### config.mk
export PLATFORM = sky130hd
export DESIGN_NAME = rtc_bus_port
export DESIGN_NICKNAME = d
export VERILOG_FILES = /design/src/rtc_pkg.sv /design/src/rtc_bus_port.sv
export SDC_FILE = /design/constraint.sdc
export NUM_CORES = 1
export LEC_CHECK = 0
export ABC_AREA = 1
export BUFFER_PORTS_ARGS = -buffer_cell sky130_fd_sc_hd__buf_2
export CAP_MARGIN = 20
export CORE_MARGIN = 10
export CORE_UTILIZATION = 40
export DETAILED_ROUTE_END_ITERATION = 16
export PLACE_DENSITY = 0.62
export SLEW_MARGIN = 15
export SYNTH_ARGS = -nofsm -noshare
export SYNTH_HDL_FRONTEND = slang
export SYNTH_SLANG_ARGS = --single-unit
### constraint.sdc
create_clock -name core_clk_i -period 4.4 [get_ports core_clk_i]
set_clock_uncertainty 0.05 [all_clocks]
set_input_delay 0.66 -clock core_clk_i [delete_from_list [all_inputs] [get_ports core_clk_i]]
set_output_delay 0.66 -clock core_clk_i [all_outputs]
set_load 0.02 [all_outputs]
### src/rtc_pkg.sv
// constants for the real-time clock bus port and calendar
package rtc_pkg;
  localparam int DATA_W = 4;
  localparam int ADDR_W = 4;
  localparam int DIGITS = 13;
  localparam int PRESCALE_W = 15;
  localparam int FAST_W = 9;
  localparam int OSC_HZ = 32768;
  localparam longint PULSE_LOW_NS = 64'd7812500;
  localparam int PULSE_LOW_OSC = int'((PULSE_LOW_NS * OSC_HZ) / 64'd1000000000);
  localparam logic [3:0] A_SEC1 = 4'h0;
  localparam logic [3:0] A_SEC10 = 4'h1;
  localparam logic [3:0] A_MIN1 = 4'h2;
  localparam logic [3:0] A_MIN10 = 4'h3;
  localparam logic [3:0] A_HR1 = 4'h4;
  localparam logic [3:0] A_HR10 = 4'h5;
  localparam logic [3:0] A_DAY1 = 4'h6;
  localparam logic [3:0] A_DAY10 = 4'h7;
  localparam logic [3:0] A_MON1 = 4'h8;
  localparam logic [3:0] A_MON10 = 4'h9;
  localparam logic [3:0] A_YR1 = 4'ha;
  localparam logic [3:0] A_YR10 = 4'hb;
  localparam logic [3:0] A_WEEK = 4'hc;
  localparam logic [3:0] A_CTL_D = 4'hd;
  localparam logic [3:0] A_CTL_E = 4'he;
  localparam logic [3:0] A_CTL_F = 4'hf;
  localparam int D_HOLD = 0;
  localparam int D_BUSY = 1;
  localparam int D_IRQ = 2;
  localparam int E_MASK = 0;
  localparam int E_ITRPT = 1;
  localparam int F_REST = 0;
  localparam int F_STOP = 1;
  localparam int F_MODE24 = 2;
  localparam int F_TEST = 3;
  localparam int HR_PM = 2;
  localparam logic [3:0] WEEK_LAST = 4'h6;
endpackage

### src/rtc_bus_port.sv
// real-time clock: asynchronous 4-bit host port, BCD time and calendar counters
// Operation
// - write captured on rising write strobe edge
// - drive data while selected and read low
// - read suppressed when read and write low
// - address passes while latch high, else held
// - low select gates latch; both selects gate read and write strobes
// - address chooses clock, calendar or control register
// - four-bit data, bit 0 least significant
// - open-drain pulse output ignores chip selects
// - timekeeping runs from 32.768 kHz base
// - every digit register holds one BCD digit
// - illegal written digits are not checked
// - 12-hour mode keeps hours-twenty as written
// - Gregorian calendar with automatic leap years
// - nonexistent date becomes next month's first
// - weekday counts 0 to 6, wrapping
// - missing bits ignored on write, read 0
// - hold blocks seconds tick; busy shows updates
// - carry during hold applied after release
`timescale 1ns/1ps
module rtc_bus_port (
  input wire logic core_clk_i,
  input wire logic rstn_i,
  input wire logic osc_in_i,
  input wire logic [3:0] addr_i,
  input wire logic latch_strobe_i,
  input wire logic low_active_select_n_i,
  input wire logic power_good_select_i,
  input wire logic rd_n_i,
  input wire logic wr_n_i,
  input wire logic [3:0] data_i,
  output logic [3:0] data_o,
  output logic data_oe_o,
  output logic timed_pulse_out_o,
  output logic timed_pulse_out_oe_o
);
  localparam int PIN_W = 14;
  // all pins asynchronous to core_clk_i
  logic [PIN_W-1:0] pin_s1, pin_s2;
  logic [1:0] edge_s3;
  always_ff @(posedge core_clk_i) begin
    pin_s1 <= {osc_in_i, wr_n_i, rd_n_i, low_active_select_n_i, power_good_select_i,
               latch_strobe_i, addr_i, data_i};
    pin_s2 <= pin_s1;
    edge_s3 <= pin_s2[13:12];
  end
  logic osc_s, wr_n_s, rd_n_s, cs_n_s, cs_s, ale_s;
  logic [3:0] addr_s, wdata_s;
  assign {osc_s, wr_n_s, rd_n_s, cs_n_s, cs_s, ale_s, addr_s, wdata_s} = pin_s2;
  logic osc_tick, wr_rise;
  assign osc_tick = osc_s & ~edge_s3[1];
  assign wr_rise = wr_n_s & ~edge_s3[0];

  function automatic logic [3:0] bit_mask(input logic [3:0] a);
    case (a)
      rtc_pkg::A_SEC10, rtc_pkg::A_MIN10, rtc_pkg::A_HR10, rtc_pkg::A_WEEK: bit_mask = 4'h7;
      rtc_pkg::A_DAY10: bit_mask = 4'h3;
      rtc_pkg::A_MON10: bit_mask = 4'h1;
      default: bit_mask = 4'hf;
    endcase
  endfunction
  function automatic logic [6:0] bin(input logic [3:0] t, input logic [3:0] o);
    bin = 7'(t) * 7'h0a + 7'(o);
  endfunction
  function automatic logic [6:0] month_days(input logic [6:0] m, input logic leap);
    case (m)
      7'd2: month_days = leap ? 7'd29 : 7'd28;
      7'd4, 7'd6, 7'd9, 7'd11: month_days = 7'd30;
      default: month_days = 7'd31;
    endcase
  endfunction

  logic [3:0] digit [rtc_pkg::DIGITS];
  logic [3:0] next_digit [rtc_pkg::DIGITS];
  logic [3:0] addr_hold, next_addr_hold, next_data, ctl_e, next_ctl_e;
  logic hold, next_hold, irq, next_irq, rest, next_rest, stop, next_stop;
  logic mode24, next_mode24, test, next_test, pending, next_pending, busy, next_busy;
  logic next_oe, next_pulse_oe;
  logic [rtc_pkg::PRESCALE_W-1:0] prescale, next_prescale;
  logic [8:0] pulse_cnt, next_pulse_cnt;
  logic [3:0] addr_eff, rd_val;
  logic run, sec_tick, fast_tick, sec_go, c_min, c_hr, c_day, c_mon, leap, evt, wr_evt;
  logic [6:0] hv, dv, mv;

  always_comb begin
    addr_eff = (ale_s & ~cs_n_s) ? addr_s : addr_hold;
    next_addr_hold = addr_eff;
    wr_evt = wr_rise & cs_s & ~cs_n_s;
    run = ~stop & ~rest;
    // stopping freezes the divider; reset clears the sub-second part
    next_prescale = rest ? '0 : prescale + {{(rtc_pkg::PRESCALE_W-1){1'b0}}, osc_tick & run};
    sec_tick = osc_tick & run & (&prescale);
    fast_tick = osc_tick & run & (&prescale[rtc_pkg::FAST_W-1:0]);
    sec_go = (sec_tick | pending) & ~hold;
    next_pending = hold & (pending | sec_tick);
    next_busy = sec_go;
    next_digit = digit;
    {c_min, c_hr, c_day, c_mon} = 4'h0;
    hv = bin({2'b00, digit[rtc_pkg::A_HR10][1:0]}, digit[rtc_pkg::A_HR1]);
    dv = bin(digit[rtc_pkg::A_DAY10], digit[rtc_pkg::A_DAY1]);
    mv = bin(digit[rtc_pkg::A_MON10], digit[rtc_pkg::A_MON1]);
    // two-digit year divisible by four; tens parity decides which ones qualify
    leap = digit[rtc_pkg::A_YR10][0] ? (digit[rtc_pkg::A_YR1] == 4'h2 ||
           digit[rtc_pkg::A_YR1] == 4'h6) : (digit[rtc_pkg::A_YR1][1:0] == 2'b00);
    if (sec_go) begin
      next_digit[0] = (digit[0] >= 4'h9) ? 4'h0 : digit[0] + 4'h1;
      if (digit[0] >= 4'h9) begin
        next_digit[1] = (digit[1] >= 4'h5) ? 4'h0 : digit[1] + 4'h1;
        c_min = digit[1] >= 4'h5;
      end
    end
    if (c_min) begin
      next_digit[2] = (digit[2] >= 4'h9) ? 4'h0 : digit[2] + 4'h1;
      if (digit[2] >= 4'h9) begin
        next_digit[3] = (digit[3] >= 4'h5) ? 4'h0 : digit[3] + 4'h1;
        c_hr = digit[3] >= 4'h5;
      end
    end
    if (c_hr) begin
      if (mode24 && hv >= 7'd23) begin
        next_digit[4] = 4'h0;
        next_digit[5] = 4'h0;
        c_day = 1'b1;
      end else if (!mode24 && hv == 7'd11) begin
        // 11 to 12 flips the afternoon flag; the day turns at midnight
        next_digit[4] = 4'h2;
        next_digit[5] = {1'b0, ~digit[5][rtc_pkg::HR_PM], 2'b01};
        c_day = digit[5][rtc_pkg::HR_PM];
      end else if (!mode24 && hv >= 7'd12) begin
        next_digit[4] = 4'h1;
        next_digit[5] = {1'b0, digit[5][rtc_pkg::HR_PM], 2'b00};
      end else if (digit[4] >= 4'h9) begin
        next_digit[4] = 4'h0;
        next_digit[5] = digit[5] + 4'h1;
      end else begin
        next_digit[4] = digit[4] + 4'h1;
      end
    end
    if (c_day) begin
      next_digit[rtc_pkg::A_WEEK] = (digit[rtc_pkg::A_WEEK] >= rtc_pkg::WEEK_LAST) ? 4'h0 :
                                    digit[rtc_pkg::A_WEEK] + 4'h1;
      if (dv >= month_days(mv, leap)) begin
        next_digit[6] = 4'h1;
        next_digit[7] = 4'h0;
        c_mon = 1'b1;
      end else if (digit[6] >= 4'h9) begin
        next_digit[6] = 4'h0;
        next_digit[7] = digit[7] + 4'h1;
      end else begin
        next_digit[6] = digit[6] + 4'h1;
      end
    end
    if (c_mon) begin
      if (mv >= 7'd12) begin
        next_digit[8] = 4'h1;
        next_digit[9] = 4'h0;
        next_digit[10] = (digit[10] >= 4'h9) ? 4'h0 : digit[10] + 4'h1;
        if (digit[10] >= 4'h9) begin
          next_digit[11] = (digit[11] >= 4'h9) ? 4'h0 : digit[11] + 4'h1;
        end
      end else if (digit[8] >= 4'h9) begin
        next_digit[8] = 4'h0;
        next_digit[9] = 4'h1;
      end else begin
        next_digit[8] = digit[8] + 4'h1;
      end
    end
    {next_hold, next_rest, next_stop, next_mode24, next_test} = {hold, rest, stop, mode24, test};
    next_ctl_e = ctl_e;
    // a host write lands after the carry so it always wins its digit
    if (wr_evt) begin
      if (addr_eff < rtc_pkg::A_CTL_D) begin
        next_digit[addr_eff] = wdata_s & bit_mask(addr_eff);
        if (addr_eff == rtc_pkg::A_HR10 && mode24) begin
          next_digit[addr_eff][rtc_pkg::HR_PM] = 1'b0;
        end
      end else if (addr_eff == rtc_pkg::A_CTL_D) begin
        next_hold = wdata_s[rtc_pkg::D_HOLD];
      end else if (addr_eff == rtc_pkg::A_CTL_E) begin
        next_ctl_e = wdata_s;
      end else begin
        next_rest = wdata_s[rtc_pkg::F_REST];
        next_stop = wdata_s[rtc_pkg::F_STOP];
        next_test = wdata_s[rtc_pkg::F_TEST];
        if (rest) begin
          next_mode24 = wdata_s[rtc_pkg::F_MODE24];
        end
      end
    end
    // losing power-good drops hold and reset
    next_hold = next_hold & cs_s;
    next_rest = next_rest & cs_s;
    case (ctl_e[3:2])
      2'b00: evt = fast_tick;
      2'b01: evt = sec_go;
      2'b10: evt = c_min;
      2'b11: evt = c_hr;
      default: evt = 1'b0;
    endcase
    next_irq = irq & ~(wr_evt && addr_eff == rtc_pkg::A_CTL_D && !wdata_s[rtc_pkg::D_IRQ]);
    next_pulse_cnt = pulse_cnt;
    if (irq && !ctl_e[rtc_pkg::E_ITRPT] && osc_tick) begin
      next_pulse_cnt = pulse_cnt - 9'h001;
      if (pulse_cnt == 9'h001) begin
        next_irq = 1'b0;
      end
    end
    // a new event while the flag stands is ignored, even in the cycle that clears the flag
    if (evt && !irq) begin
      next_irq = 1'b1;
      next_pulse_cnt = 9'(rtc_pkg::PULSE_LOW_OSC);
    end
    case (addr_eff)
      rtc_pkg::A_CTL_D: rd_val = {1'b0, irq, busy, hold};
      rtc_pkg::A_CTL_E: rd_val = ctl_e;
      rtc_pkg::A_CTL_F: rd_val = {test, mode24, stop, rest};
      rtc_pkg::A_HR10: rd_val = mode24 ? (digit[addr_eff] & 4'h3) : digit[addr_eff];
      default: rd_val = digit[addr_eff];
    endcase
    next_oe = cs_s & ~cs_n_s & ~rd_n_s & wr_n_s;
    next_data = next_oe ? rd_val : 4'h0;
    next_pulse_oe = next_irq & ~next_ctl_e[rtc_pkg::E_MASK];
  end

  always_ff @(posedge core_clk_i) begin
    timed_pulse_out_o <= 1'b0; // open drain: the pin is only ever pulled low
    if (!rstn_i) begin
      digit <= '{default: 4'h0};
      addr_hold <= 4'h0;
      ctl_e <= 4'h0;
      hold <= 1'b0;
      irq <= 1'b0;
      rest <= 1'b0;
      stop <= 1'b0;
      mode24 <= 1'b0;
      test <= 1'b0;
      pending <= 1'b0;
      busy <= 1'b0;
      prescale <= '0;
      pulse_cnt <= 9'h000;
      data_o <= 4'h0;
      data_oe_o <= 1'b0;
      timed_pulse_out_oe_o <= 1'b0;
    end else begin
      digit <= next_digit;
      addr_hold <= next_addr_hold;
      ctl_e <= next_ctl_e;
      hold <= next_hold;
      irq <= next_irq;
      rest <= next_rest;
      stop <= next_stop;
      mode24 <= next_mode24;
      test <= next_test;
      pending <= next_pending;
      busy <= next_busy;
      prescale <= next_prescale;
      pulse_cnt <= next_pulse_cnt;
      data_o <= next_data;
      data_oe_o <= next_oe;
      timed_pulse_out_oe_o <= next_pulse_oe;
    end
  end
endmodule // rtc_bus_port

# Yosys cells after proc, flatten, opt, wreduce, memory -nomap -nowiden
# Index checks and enable logic that the tools add are counted.
[totals]
out_inout_bits = 7
rom_bits = 0
latch_bits = 0
ram_bits = 0
memories = 0
in_bits = 16
reg_bits = 128
word_cells = 231
[op_classes]
addsub = 17
muxes = 75
n_bitwise = 37
multipliers = 3
n_reduce_logical = 28
div = 0
n_lt_le_gt_ge = 17
n_eq_ne = 21
n_shift = 0
[op_table]
columns = ["op", "count"]
rows = [
  ["52-bit 2-to-1 mux", 3],
  ["4-bit 2-to-1 mux", 24],
  ["8-bit 2-to-1 mux", 10],
  ["52-bit bitwise AND", 1],
  ["52-bit bitwise mux", 1],
  ["52-bit inverter", 1],
  ["4-bit by 1-bit adder with 4-bit output (second input constant)", 12],
  ["4-bit demux with 4-bit select", 2],
  ["4-bit >= comparator (second input constant)", 7],
  ["1-bit 2-to-1 mux", 25],
  ["7-bit by 4-bit equality test with 1-bit output (second input constant)", 3],
  ["4-bit equality test (second input constant)", 5],
  ["1-bit bitwise AND", 18],
  ["9-bit 2-to-1 mux", 2],
  ["4-bit binary-select mux with 4-bit select", 1],
  ["16-bit 2-to-1 mux", 1],
  ["4-bit case mux with 4 select lines", 1],
  ["15-bit by 1-bit adder with 15-bit output", 1],
  ["15-bit AND reduction", 1],
  ["7-bit by 4-bit adder with 7-bit output", 2],
  ["7-bit by 3-bit equality test with 1-bit output (second input constant)", 2],
  ["7-bit by 4-bit >= comparator with 1-bit output (second input constant)", 2],
  ["1-bit inverter", 14],
  ["4-bit by 3-bit equality test with 1-bit output (second input constant)", 3],
  ["other kinds (35)", 56],
]

# Longest topological paths before layout
# Gate-level depths: netlist of the first run.
[logic_depth]
depth_word = 19
ltp_mapped = 27
depth_no_buf = 27

# Worst setup path after synthesis of the first run
# OpenSTA, ideal clock, no wires.
[synth_path]
path_kind = "register to register"
startpoint = "reg digit[13] in the netlist's numbering"
endpoint = "reg digit[9] in the netlist's numbering"
setup_ps = 114
path_slack_ps = 807
path_stages_with_launch = 26
path_buffers = 2
required_ps = 4236
synth_period_minus_slack_ps = 3593
arrival_ps = 3429
cell_sequence = "dfxtp_1 -> ha_1 -> ha_1 -> inv_1 -> fa_1 -> inv_1 -> nand3_1 -> nand2_1 -> nor2_1 -> nand3_1 -> clkbuf_1 -> o31ai_1 -> inv_1 -> ha_1 -> inv_1 -> nand2_1 -> a21oi_1 -> nor2_1 -> nand3_1 -> nand3_1 -> buf_2 -> nand3_2 -> nand2_1 -> nand2_1 -> o21bai_1 -> inv_1"
[synth_between]
elab_chain_cells = 15
elab_cells_between_ends = 21
classes_between = "add/sub (1); mul (1); order compare (2); eq/ne (5); mux (10); bitwise (1); reduce/logical (1)"
[synth_lines]
columns = ["item", "line_no", "text"]
rows = [
  ["start: declaration", "rtc_bus_port.sv:74", "logic [3:0] digit [rtc_pkg::DIGITS];"],
  ["start signal: assignment", "rtc_bus_port.sv:246", "digit <= next_digit;"],
  ["4-bit by 3-bit multiplier with 6-bit output (*)", "rtc_bus_port.sv:64", "bin = 7'(t) * 7'h0a + 7'(o);"],
  ["7-bit by 4-bit adder with 7-bit output (*)", "rtc_bus_port.sv:64", ""],
  ["7-bit by 3-bit equality test with 1-bit output / 7-bit by 4-bit equality test with 1-bit output (equally long branches)", "rtc_bus_port.sv:67", "case (m)"],
  ["4-bit OR reduction", "rtc_bus_port.sv:67", ""],
  ["2-bit case mux with 2 select lines", "rtc_bus_port.sv:67", ""],
  ["7-bit 2-to-1 mux", "rtc_bus_port.sv:140", "if (c_day) begin"],
  ["7-bit >= comparator", "rtc_bus_port.sv:143", "if (dv >= month_days(mv, leap)) begin"],
  ["1-bit 2-to-1 mux", "rtc_bus_port.sv:143", ""],
  ["1-bit 2-to-1 mux", "rtc_bus_port.sv:140", ""],
  ["16-bit 2-to-1 mux (*)", "rtc_bus_port.sv:154", "if (c_mon) begin"],
  ["52-bit bitwise mux", "rtc_bus_port.sv:174", "next_digit[addr_eff] = wdata_s & bit_mask(addr_eff);"],
  ["52-bit bitwise AND (no source line)", "-", ""],
  ["52-bit 2-to-1 mux", "rtc_bus_port.sv:175", "if (addr_eff == rtc_pkg::A_HR10 && mode24) begin"],
  ["52-bit 2-to-1 mux", "rtc_bus_port.sv:173", "if (addr_eff < rtc_pkg::A_CTL_D) begin"],
  ["52-bit 2-to-1 mux (*)", "rtc_bus_port.sv:172", "if (wr_evt) begin"],
]
# Every way passes the cells marked *; elsewhere a longest branch is shown, timed or not. The select of a mux whose other input is x is not followed.
# A chain may end at the register's enable or synchronous reset.

# Final worst setup path of the first run
[layout_path]
startpoint = "reg digit[13] in the netlist's numbering"
endpoint = "reg digit[19] in the netlist's numbering"
# The elaborated chain is that of the path after synthesis.

==> impl_metrics.yaml, run 1 <==
place:
  gp_congestion: 0.903
  dpl-instance-area_mm2: 0.00800
  port_buffers: 21
  place_ws_ns: 0.472
  hpwl_um: 14500
logic_synthesis:
  synth_cell_types: 55
  synth-seq-cells: 128
  async_flop_share: 0
  yosys.area_share.simple: 0.284
  netlist.area_leader.share: 0.335
  synth_cells: 1059
  synth_area_mm2: 0.00764
  synth.most_common_cell: "nand2_1"
  yosys-top-cells-area: "dfxtp_1 34%, ha_1 9.0%, nand2_1 8.9%"
  synth_mux_area_frac: 0
  synthAdderAreaFrac: 0.103
  synth_top_family_by_area: "simple AND/OR/NAND/NOR gates"
  yosysSeqAreaShare: 0.335
  synthTopCellsByCount: "182 x nand2_1, 161 x inv_1, 128 x dfxtp_1, 93 x nor2_1, 73 x a21oi_1"
  synth_area_leader_cell: "dfxtp_1"
  synth_xor_area_frac: 0.0264
  avgSynthCellArea_um2: 7.22
  synth_compound_area_frac: 0.151
  ys_warn_count: 0
  synth_edf_count: 0
  synth_top_flop_cell: "dfxtp_1"
  syn_nets: 1135
setup_path:
  startpoint_type: "register"
  rr_startpoint: "digit[13]"
  crit_arrival_ns: 4.24
  r2r_end: "digit[19]"
  cp-end-kind: "register"
  path_common_cell: "nand2_1"
  r2r_slack_ns: 0.47
  reg2regPathDepth: 25
  cp_max_fo: 9
  cp.required_ns: 4.71
  crit_type: "reg2reg"
  slowest_stage: "dfxtp_1"
  critPathMaxStageDelay_ns: 0.45
cts:
  clock_path_buffers: 2
  clk_pin_slew_ns: 0.07
  cts.sinks: 128
  ctsHoldBuffers: 0
  cts_max_level: 4
  ctsResizeCount: 0
  tritoncts: "yes"
  cts-root-buf: "clkbuf_16"
  postCtsSetupRepairBufs: 0
  cts_buffers: 17
  clk_latency_ns: 0.43
floorplan:
  die_h_um: 158
  dieArea_mm2: 0.0250
  start_util: 0.407
  fp-row-count: 50
  die_w_um: 158
  core_region_area_mm2: 0.0188
  io_pins: 23
finish:
  diodes: 0
  design_area_mm2: 0.00859
  fin_util: 0.457
  synthToLayoutAreaGrowth_pct: 12.4
  fillers: 1903
  layout.nets: 1166
  drive_above_1_share: 0.121
global_routing:
  grt_start_max_net_pins: 39
  grt-ovfl-total: 0
  grt_pass1_vias: 6524
  grt.total_usage: 0.159
  antenna_found_initial: 0
  grt_pass1_wl_um: 32100
min_path:
  hold_class: "reg2reg"
  min_path_cells: 0
  whs_endpoint: "pin_s2[2]"
  hold_start: "pin_s1[2]"
timing:
  worst_slew_pin_slew_ns: 0.552
  timing.final.crit_period_ns: 3.93
  max_slew_margin: 0.631
  slew_viol_final: 0
  worst_slack_ns: 0.472
  holdWs_ns: 0.272
  hold_viol: 0
  finalSetupViolations: 0
  tns_ns: 0
  fmax_mhz: 255
  finalCritPeriodShare: 0.893
  rsz0062_at_grt: "no"
outcome:
  outcome: "completed"
drt:
  drc: 0
  vias_per_cell: 5.13
  vias: 6865
  ant_nets: 0
  drt_iter0_markers: 572
  drt_first_pass_iters: 5
  wl_um: 19600
  drt-wirelength-per-cell_um: 14.7
pwr:
  leakage_nw: 4.03
  irDropWorstVdd_mv: 0.253
  p_per_area_mw_per_mm2: 324
run:
  drv_cap: 0
-- worst max path at each step --
| stage | cells past startpoint | slack (ns) | from | to |
|---|---|---|---|---|
| after floorplan | 25 | 0.81 | digit[13] | digit[9] |
| after global placement | 25 | 0.65 | digit[13] | digit[14] |
| after detailed placement | 25 | 0.47 | digit[13] | digit[19] |
| after CTS | 25 | 0.45 | digit[13] | digit[19] |
| after global routing | 25 | 0.09 | digit[13] | digit[19] |
| final | 25 | 0.47 | digit[13] | digit[19] |
-- cell type report --
type                    count  area (µm²)  share of cell area
well taps                 234         293              0.0341
repair buffers             25         135              0.0157
multi-input cells         735        4320               0.503
clock inverters            15         164              0.0191
clock buffers              17         425              0.0495
flip-flops and latches    128        2560               0.298
inverters                 183         687              0.0800
-- power breakdown --
part           total [mW]  switching [mW]  internal [mW]
sequential           1.19          0.0119           1.18
combinational       0.178           0.130         0.0486
clock                1.41           0.647          0.765
-- kinds of logic after synthesis --
logic type,count (synthesis)
other cells,1
compound gates,204
flops,128
buf+inv,196
simple gates,447
xor+xnor,23
fa+ha+maj,60
-- cell usage in the layout (no fill, tap or decap), types with 4 or more instances in the layout --
cell,synthesis,layout
inv_6,0,4
a221oi_1,4,4
fa_1,5,5
buf_2,1,21
ha_1,55,55
inv_8,0,7
or2_2,5,5
nor2_2,13,13
a211oi_1,5,5
nand2_4,7,7
nand3b_1,5,5
a21oi_1,73,73
o21ai_0,61,61
buf_4,2,4
xor2_1,16,16
inv_1,161,161
o211ai_1,8,8
o21ai_1,15,15
xnor2_1,7,7
nand2_2,10,10
nor2_1,93,93
nor3_1,16,16
o22ai_1,14,14
inv_2,21,21
dfxtp_1,128,128
a31oi_1,7,7
nand4_1,20,20
nand3_1,72,72
nor2_4,7,7
nand2_1,182,182
clkbuf_16,0,17
-- per-layer routing --
metal  GRT usage  vias to the layer above  share of wire
met5           0                        -              0
met4      0.0675                        0          0.019
li1            -                     3553              -
met2       0.254                      167           0.45
met1       0.207                     3111           0.48
met3      0.0288                       34          0.053
-- through the flow --
stage               instances  power [mW]
global placement         1305        1.39
global route             1337        2.87
CTS                      1337        2.80
detailed placement       1305        1.39
floorplan                1059        1.33
finish                   1337        2.78
-- state kept, by name (all words and copies together) (netlist names), 2 cells and up --
register   cells
addr_hold      4
ctl_e          4
data_o         4
digit         52
edge_s3        2
pin_s1        14
pin_s2        14
prescale      15
pulse_cnt      9
-- critical path, delay by kind of cell, from the launching register on --
family / cells / cell delay [ns]
flops: 1 / 0.45
simple gates: 13 / 1.28
buf+inv: 5 / 0.55
fa+ha+maj: 4 / 1.17
compound gates: 3 / 0.36
Power figures use the tool's default switching activity.
==> inputs of run 2 (changes only) <==
--- a/config.mk
+++ b/config.mk
@@ -8,7 +8,6 @@
 export ABC_AREA = 1
 export BUFFER_PORTS_ARGS = -buffer_cell sky130_fd_sc_hd__buf_2
 export CAP_MARGIN = 20
-export CORE_MARGIN = 10
 export CORE_UTILIZATION = 40
 export DETAILED_ROUTE_END_ITERATION = 16
 export PLACE_DENSITY = 0.62
==> impl_metrics.yaml, run 2 (same netlist as run 1, synthesis figures left out) <==
drt:
  drt_first_pass_iters: 5
  dr_wl_met2_um: 8760
  drt-wirelength-per-cell_um: 14.4
  vias_per_cell: 5.13
  drt_iter0_markers: 546
  dr_wl_met3_um: 1010
  wl_met1_um: 9130
  vias: 6862
  wl_um: 19300
  ant_nets: 0
  drc: 0
  highest_layer: "met4"
cts:
  cts_buffers: 17
  clock_path_buffers: 2
  clk_pin_slew_ns: 0.06
  cts.sinks: 128
  ctsHoldBuffers: 0
  tritoncts: "yes"
  cts_max_level: 4
  clk_latency_ns: 0.42
  cts-root-buf: "clkbuf_16"
  ctsResizeCount: 0
  postCtsSetupRepairBufs: 0
timing:
  finalCritPeriodShare: 0.868
  max_slew_margin: 0.631
  worst_slew_pin_slew_ns: 0.552
  worst_slack_ns: 0.579
  slew_viol_final: 0
  hold_viol: 0
  tns_ns: 0
  timing.final.crit_period_ns: 3.82
  finalSetupViolations: 0
  fmax_mhz: 262
  rsz0062_at_grt: "no"
setup_path:
  critPathMaxStageDelay_ns: 0.49
  cp_max_fo: 10
  cp.required_ns: 4.67
  slowest_stage: "fa_1"
  cp-end-kind: "register"
  r2r_slack_ns: 0.58
  startpoint: "digit[13]"
  r2r_end: "digit[17]"
  critPathTopFamily: "adder cells"
  startpoint_type: "register"
  crit_type: "reg2reg"
  crit_arrival_ns: 4.09
  reg2regPathDepth: 26
  path_buf_inv: 6
  rr_startpoint: "digit[13]"
min_path:
  hold_start: "pin_s1[10]"
  min_path_cells: 0
  hold_class: "reg2reg"
  whs_endpoint: "pin_s2[10]"
global_routing:
  grt_start_max_net_pins: 34
  grt.total_usage: 0.205
  grt_pass1_wl_um: 32000
  antenna_found_initial: 0
  grt-ovfl-total: 0
  grt_pass1_vias: 6383
floorplan:
  die_w_um: 140
  start_util: 0.408
  core_region_area_mm2: 0.0187
  die_h_um: 140
  io_pins: 23
  fp-row-count: 50
  dieArea_mm2: 0.0197
pwr:
  power_frac_seq: 0.438
  p_sw_frac: 0.274
  p_int_mw: 1.98
  p_per_area_mw_per_mm2: 318
  irDropWorstVdd_mv: 0.271
  power.switching_mw: 0.746
  clockPowerShare: 0.497
  leakage_nw: 4.01
  comb_power_share: 0.065
place:
  place_ws_ns: 0.562
  hpwl_um: 14300
  gp_congestion: 0.889
  port_buffers: 21
finish:
  diodes: 0
  layout_commonest_cell: "nand2_1"
  reg_top3: "digit (52), prescale (15)"
  layout.nets: 1166
  drive_above_1_share: 0.121
  fillers: 1900
  largest_reg_flops: 52
  top_register: "digit"
  synthToLayoutAreaGrowth_pct: 12.1
  layout_common_cells: "182 x nand2_1, 161 x inv_1, 128 x dfxtp_1"
run:
  drv_cap: 0
outcome:
  outcome: "completed"
-- run 2: cell count changes in the layout (fill, tap and decap cells not counted) --
cell / before / now
inv_6: 4 / 6
clkinv_8: 2 / 1
clkinvlp_4: 0 / 2
clkinv_2: 0 / 1
inv_8: 7 / 3
-- run 2: layout make-up --
| class | count | area (µm²) | area share |
|---|---|---|---|
| Clock buffer | 17 | 425 | 0.0497 |
| Timing Repair Buffer | 25 | 135 | 0.0158 |
| Sequential cell | 128 | 2560 | 0.299 |
| Clock inverter | 15 | 140 | 0.0164 |
| Inverter | 183 | 687 | 0.0802 |
| Multi-Input combinational cell | 735 | 4320 | 0.504 |
| Tap cell | 234 | 293 | 0.0342 |
-- run 2: stage by stage --
stage | instances | util | instance area, µm² | power (mW) | hold slack [ns]
after floorplan | 1059 | - | 7640 | 1.33 | 0.260
after global placement | 1305 | 0.427 | 8000 | 1.39 | 0.261
after detailed placement | 1305 | 0.427 | 8000 | 1.39 | 0.262
after CTS | 1337 | 0.458 | 8560 | 2.75 | 0.270
after global routing | 1337 | 0.458 | 8560 | 2.81 | 0.274
final | 1337 | 0.458 | 8560 | 2.72 | 0.276
-- run 2: worst max-delay path by stage --
stage               slack (ns)        end  cells after the start
finish                    0.58  digit[17]                     26
floorplan                 0.81   digit[9]                     25
global route              0.08   digit[9]                     26
global placement          0.81  digit[18]                     26
detailed placement        0.56  digit[17]                     26
CTS                       0.54  digit[17]                     26
-- run 2: power groups by stage --
stage	Clock [mW]	Sequential [mW]	Combinational, mW
after floorplan	0	1.21	0.120
after detailed placement	0	1.22	0.175
after global placement	0	1.22	0.175
after global routing	1.42	1.19	0.193
final	1.35	1.19	0.177
after CTS	1.38	1.19	0.175
-- run 2: per-layer routing --
metal / vias up / global-route usage
li1: 3540 / -
met1: 3118 / 0.274
met2: 175 / 0.337
met3: 29 / 0.0287
met4: 0 / 0.0752
met5: - / 0
==> inputs of run 3 (changes only) <==
--- a/config.mk
+++ b/config.mk
@@ -11,6 +11,7 @@
 export CORE_UTILIZATION = 40
 export DETAILED_ROUTE_END_ITERATION = 16
 export PLACE_DENSITY = 0.62
+export RECOVER_POWER = 100
 export SLEW_MARGIN = 15
 export SYNTH_ARGS = -nofsm -noshare
 export SYNTH_HDL_FRONTEND = slang
==> impl_metrics.yaml, run 3 (same netlist as run 1, synthesis figures left out) <==
drt:
  wl_um: 19300
  vias_per_cell: 5.13
  drt_first_pass_iters: 5
  ant_nets: 0
  drt-wirelength-per-cell_um: 14.4
  vias: 6860
  drc: 0
  drt_iter0_markers: 520
setup_path:
  critPathTopFamily: "simple AND/OR/NAND/NOR gates"
  cp_max_fo: 10
  cp.required_ns: 4.70
  path_common_cell: "nand2_1"
  crit_arrival_ns: 4.14
  slowest_stage: "fa_1"
  startpoint_type: "register"
  cp.depth: 26
  critPathMaxStageDelay_ns: 0.49
  path_buf_inv: 5
  cp-end-kind: "register"
  crit_type: "reg2reg"
  reg2regPathDepth: 26
pwr:
  p_sw_frac: 0.272
  irDropWorstVdd_mv: 0.271
  power_frac_seq: 0.440
  power.switching_mw: 0.738
  p_int_mw: 1.97
  p_total_mw: 2.71
  comb_power_share: 0.062
  p_per_area_mw_per_mm2: 320
  clockPowerShare: 0.498
  leakage_nw: 3.96
cts:
  clk_pin_slew_ns: 0.06
  clk_latency_ns: 0.42
  cts_max_level: 4
  cts.sinks: 128
  clock_path_buffers: 2
  ctsHoldBuffers: 0
  cts_buffers: 17
  postCtsSetupRepairBufs: 0
  cts-root-buf: "clkbuf_16"
  tritoncts: "yes"
  ctsResizeCount: 0
timing:
  tns_ns: 0
  hold_viol: 0
  fmax_mhz: 261
  rsz0062_at_grt: "no"
  slew_viol_final: 66
  finalCritPeriodShare: 0.872
  max_slew_margin: -0.119
  timing.final.crit_period_ns: 3.84
  worst_slew_pin_slew_ns: 1.68
  finalSetupViolations: 0
finish:
  regArea_mm2: 0.00256
  reg_top3: "digit (52), prescale (15)"
  layout_common_cells: "188 x nand2_1, 168 x inv_1, 128 x dfxtp_1"
  layout.nets: 1166
  largest_reg_flops: 52
  layout_commonest_cell: "nand2_1"
  top_register: "digit"
  synthToLayoutAreaGrowth_pct: 10.9
  fillers: 1921
  diodes: 0
  multiInputGateArea_mm2: 0.00425
  drive_above_1_share: 0.0916
floorplan:
  core_region_area_mm2: 0.0187
  fp-row-count: 50
  start_util: 0.408
  dieArea_mm2: 0.0197
  die_w_um: 140
  die_h_um: 140
  io_pins: 23
min_path:
  hold_class: "reg2reg"
  min_path_cells: 0
global_routing:
  grt_pass1_wl_um: 32000
  antenna_found_initial: 0
  grt_start_max_net_pins: 34
  grt_pass1_vias: 6383
  grt-ovfl-total: 0
  grt.total_usage: 0.205
place:
  port_buffers: 21
  gp_congestion: 0.889
  hpwl_um: 14300
outcome:
  violations: "capacitance limit, slew limit"
  outcome: "finished, violations left"
run:
  drv_cap: 2
-- run 3: final cells by class --
class / count / area share
Inverter: 183 / 0.0811
Timing Repair Buffer: 25 / 0.0139
Clock buffer: 17 / 0.0502
Sequential cell: 128 / 0.302
Multi-Input combinational cell: 735 / 0.501
Clock inverter: 15 / 0.0165
Tap cell: 234 / 0.0346
-- run 3: final timing paths --
kind	from	endpoint	slack, ns
hold / removal	pin_s1[10]	pin_s2[10]	0.28
setup reg to reg	digit[13]	digit[19]	0.56
setup / recovery	digit[13]	digit[19]	0.56
hold reg to reg	pin_s1[10]	pin_s2[10]	0.28
-- run 3: worst register-to-register path, stage by stage, from the launching register on --
cell	delay (ns)
dfxtp_1	0.36
ha_1	0.31
ha_1	0.14
inv_1	0.04
fa_1	0.49
inv_1	0.08
nand3_1	0.09
nand2_1	0.05
nor2_1	0.12
nand2_1	0.07
nor3_1	0.23
o21ai_0	0.16
o31ai_1	0.09
inv_1	0.06
ha_1	0.27
inv_1	0.05
nand2_1	0.04
a21oi_1	0.11
nor2_1	0.05
nand3_1	0.06
nand3_1	0.12
buf_4	0.21
nand2_2	0.18
nand2_1	0.08
nand3_1	0.09
nand2_1	0.05
nor2_1	0.12
-- run 3: through the flow --
stage	hold WS [ns]	cell area [µm²]	setup WS, ns	util	instances
after global placement	0.261	8000	0.809	0.427	1305
after floorplan	0.260	7640	0.807	-	1059
after CTS	0.270	8560	0.541	0.458	1337
after global routing	0.274	8470	0.0858	0.453	1337
final	0.276	8470	0.562	0.453	1337
after detailed placement	0.262	8000	0.562	0.427	1305
-- run 3: layer usage --
metal  track usage  wire length (µm)  up-vias
li1              -                 -     3534
met1         0.274              9260     3128
met2         0.337              8790      170
met3        0.0287               881       28
met4        0.0752               336        0
met5             0                 0        -
-- run 3: power by group through the flow --
stage               clock [mW]  sequential, mW  combinational, mW
CTS                       1.38            1.19              0.175
global route              1.42            1.19              0.185
floorplan                    0            1.21              0.120
detailed placement           0            1.22              0.175
global placement             0            1.22              0.175
finish                    1.35            1.19              0.169
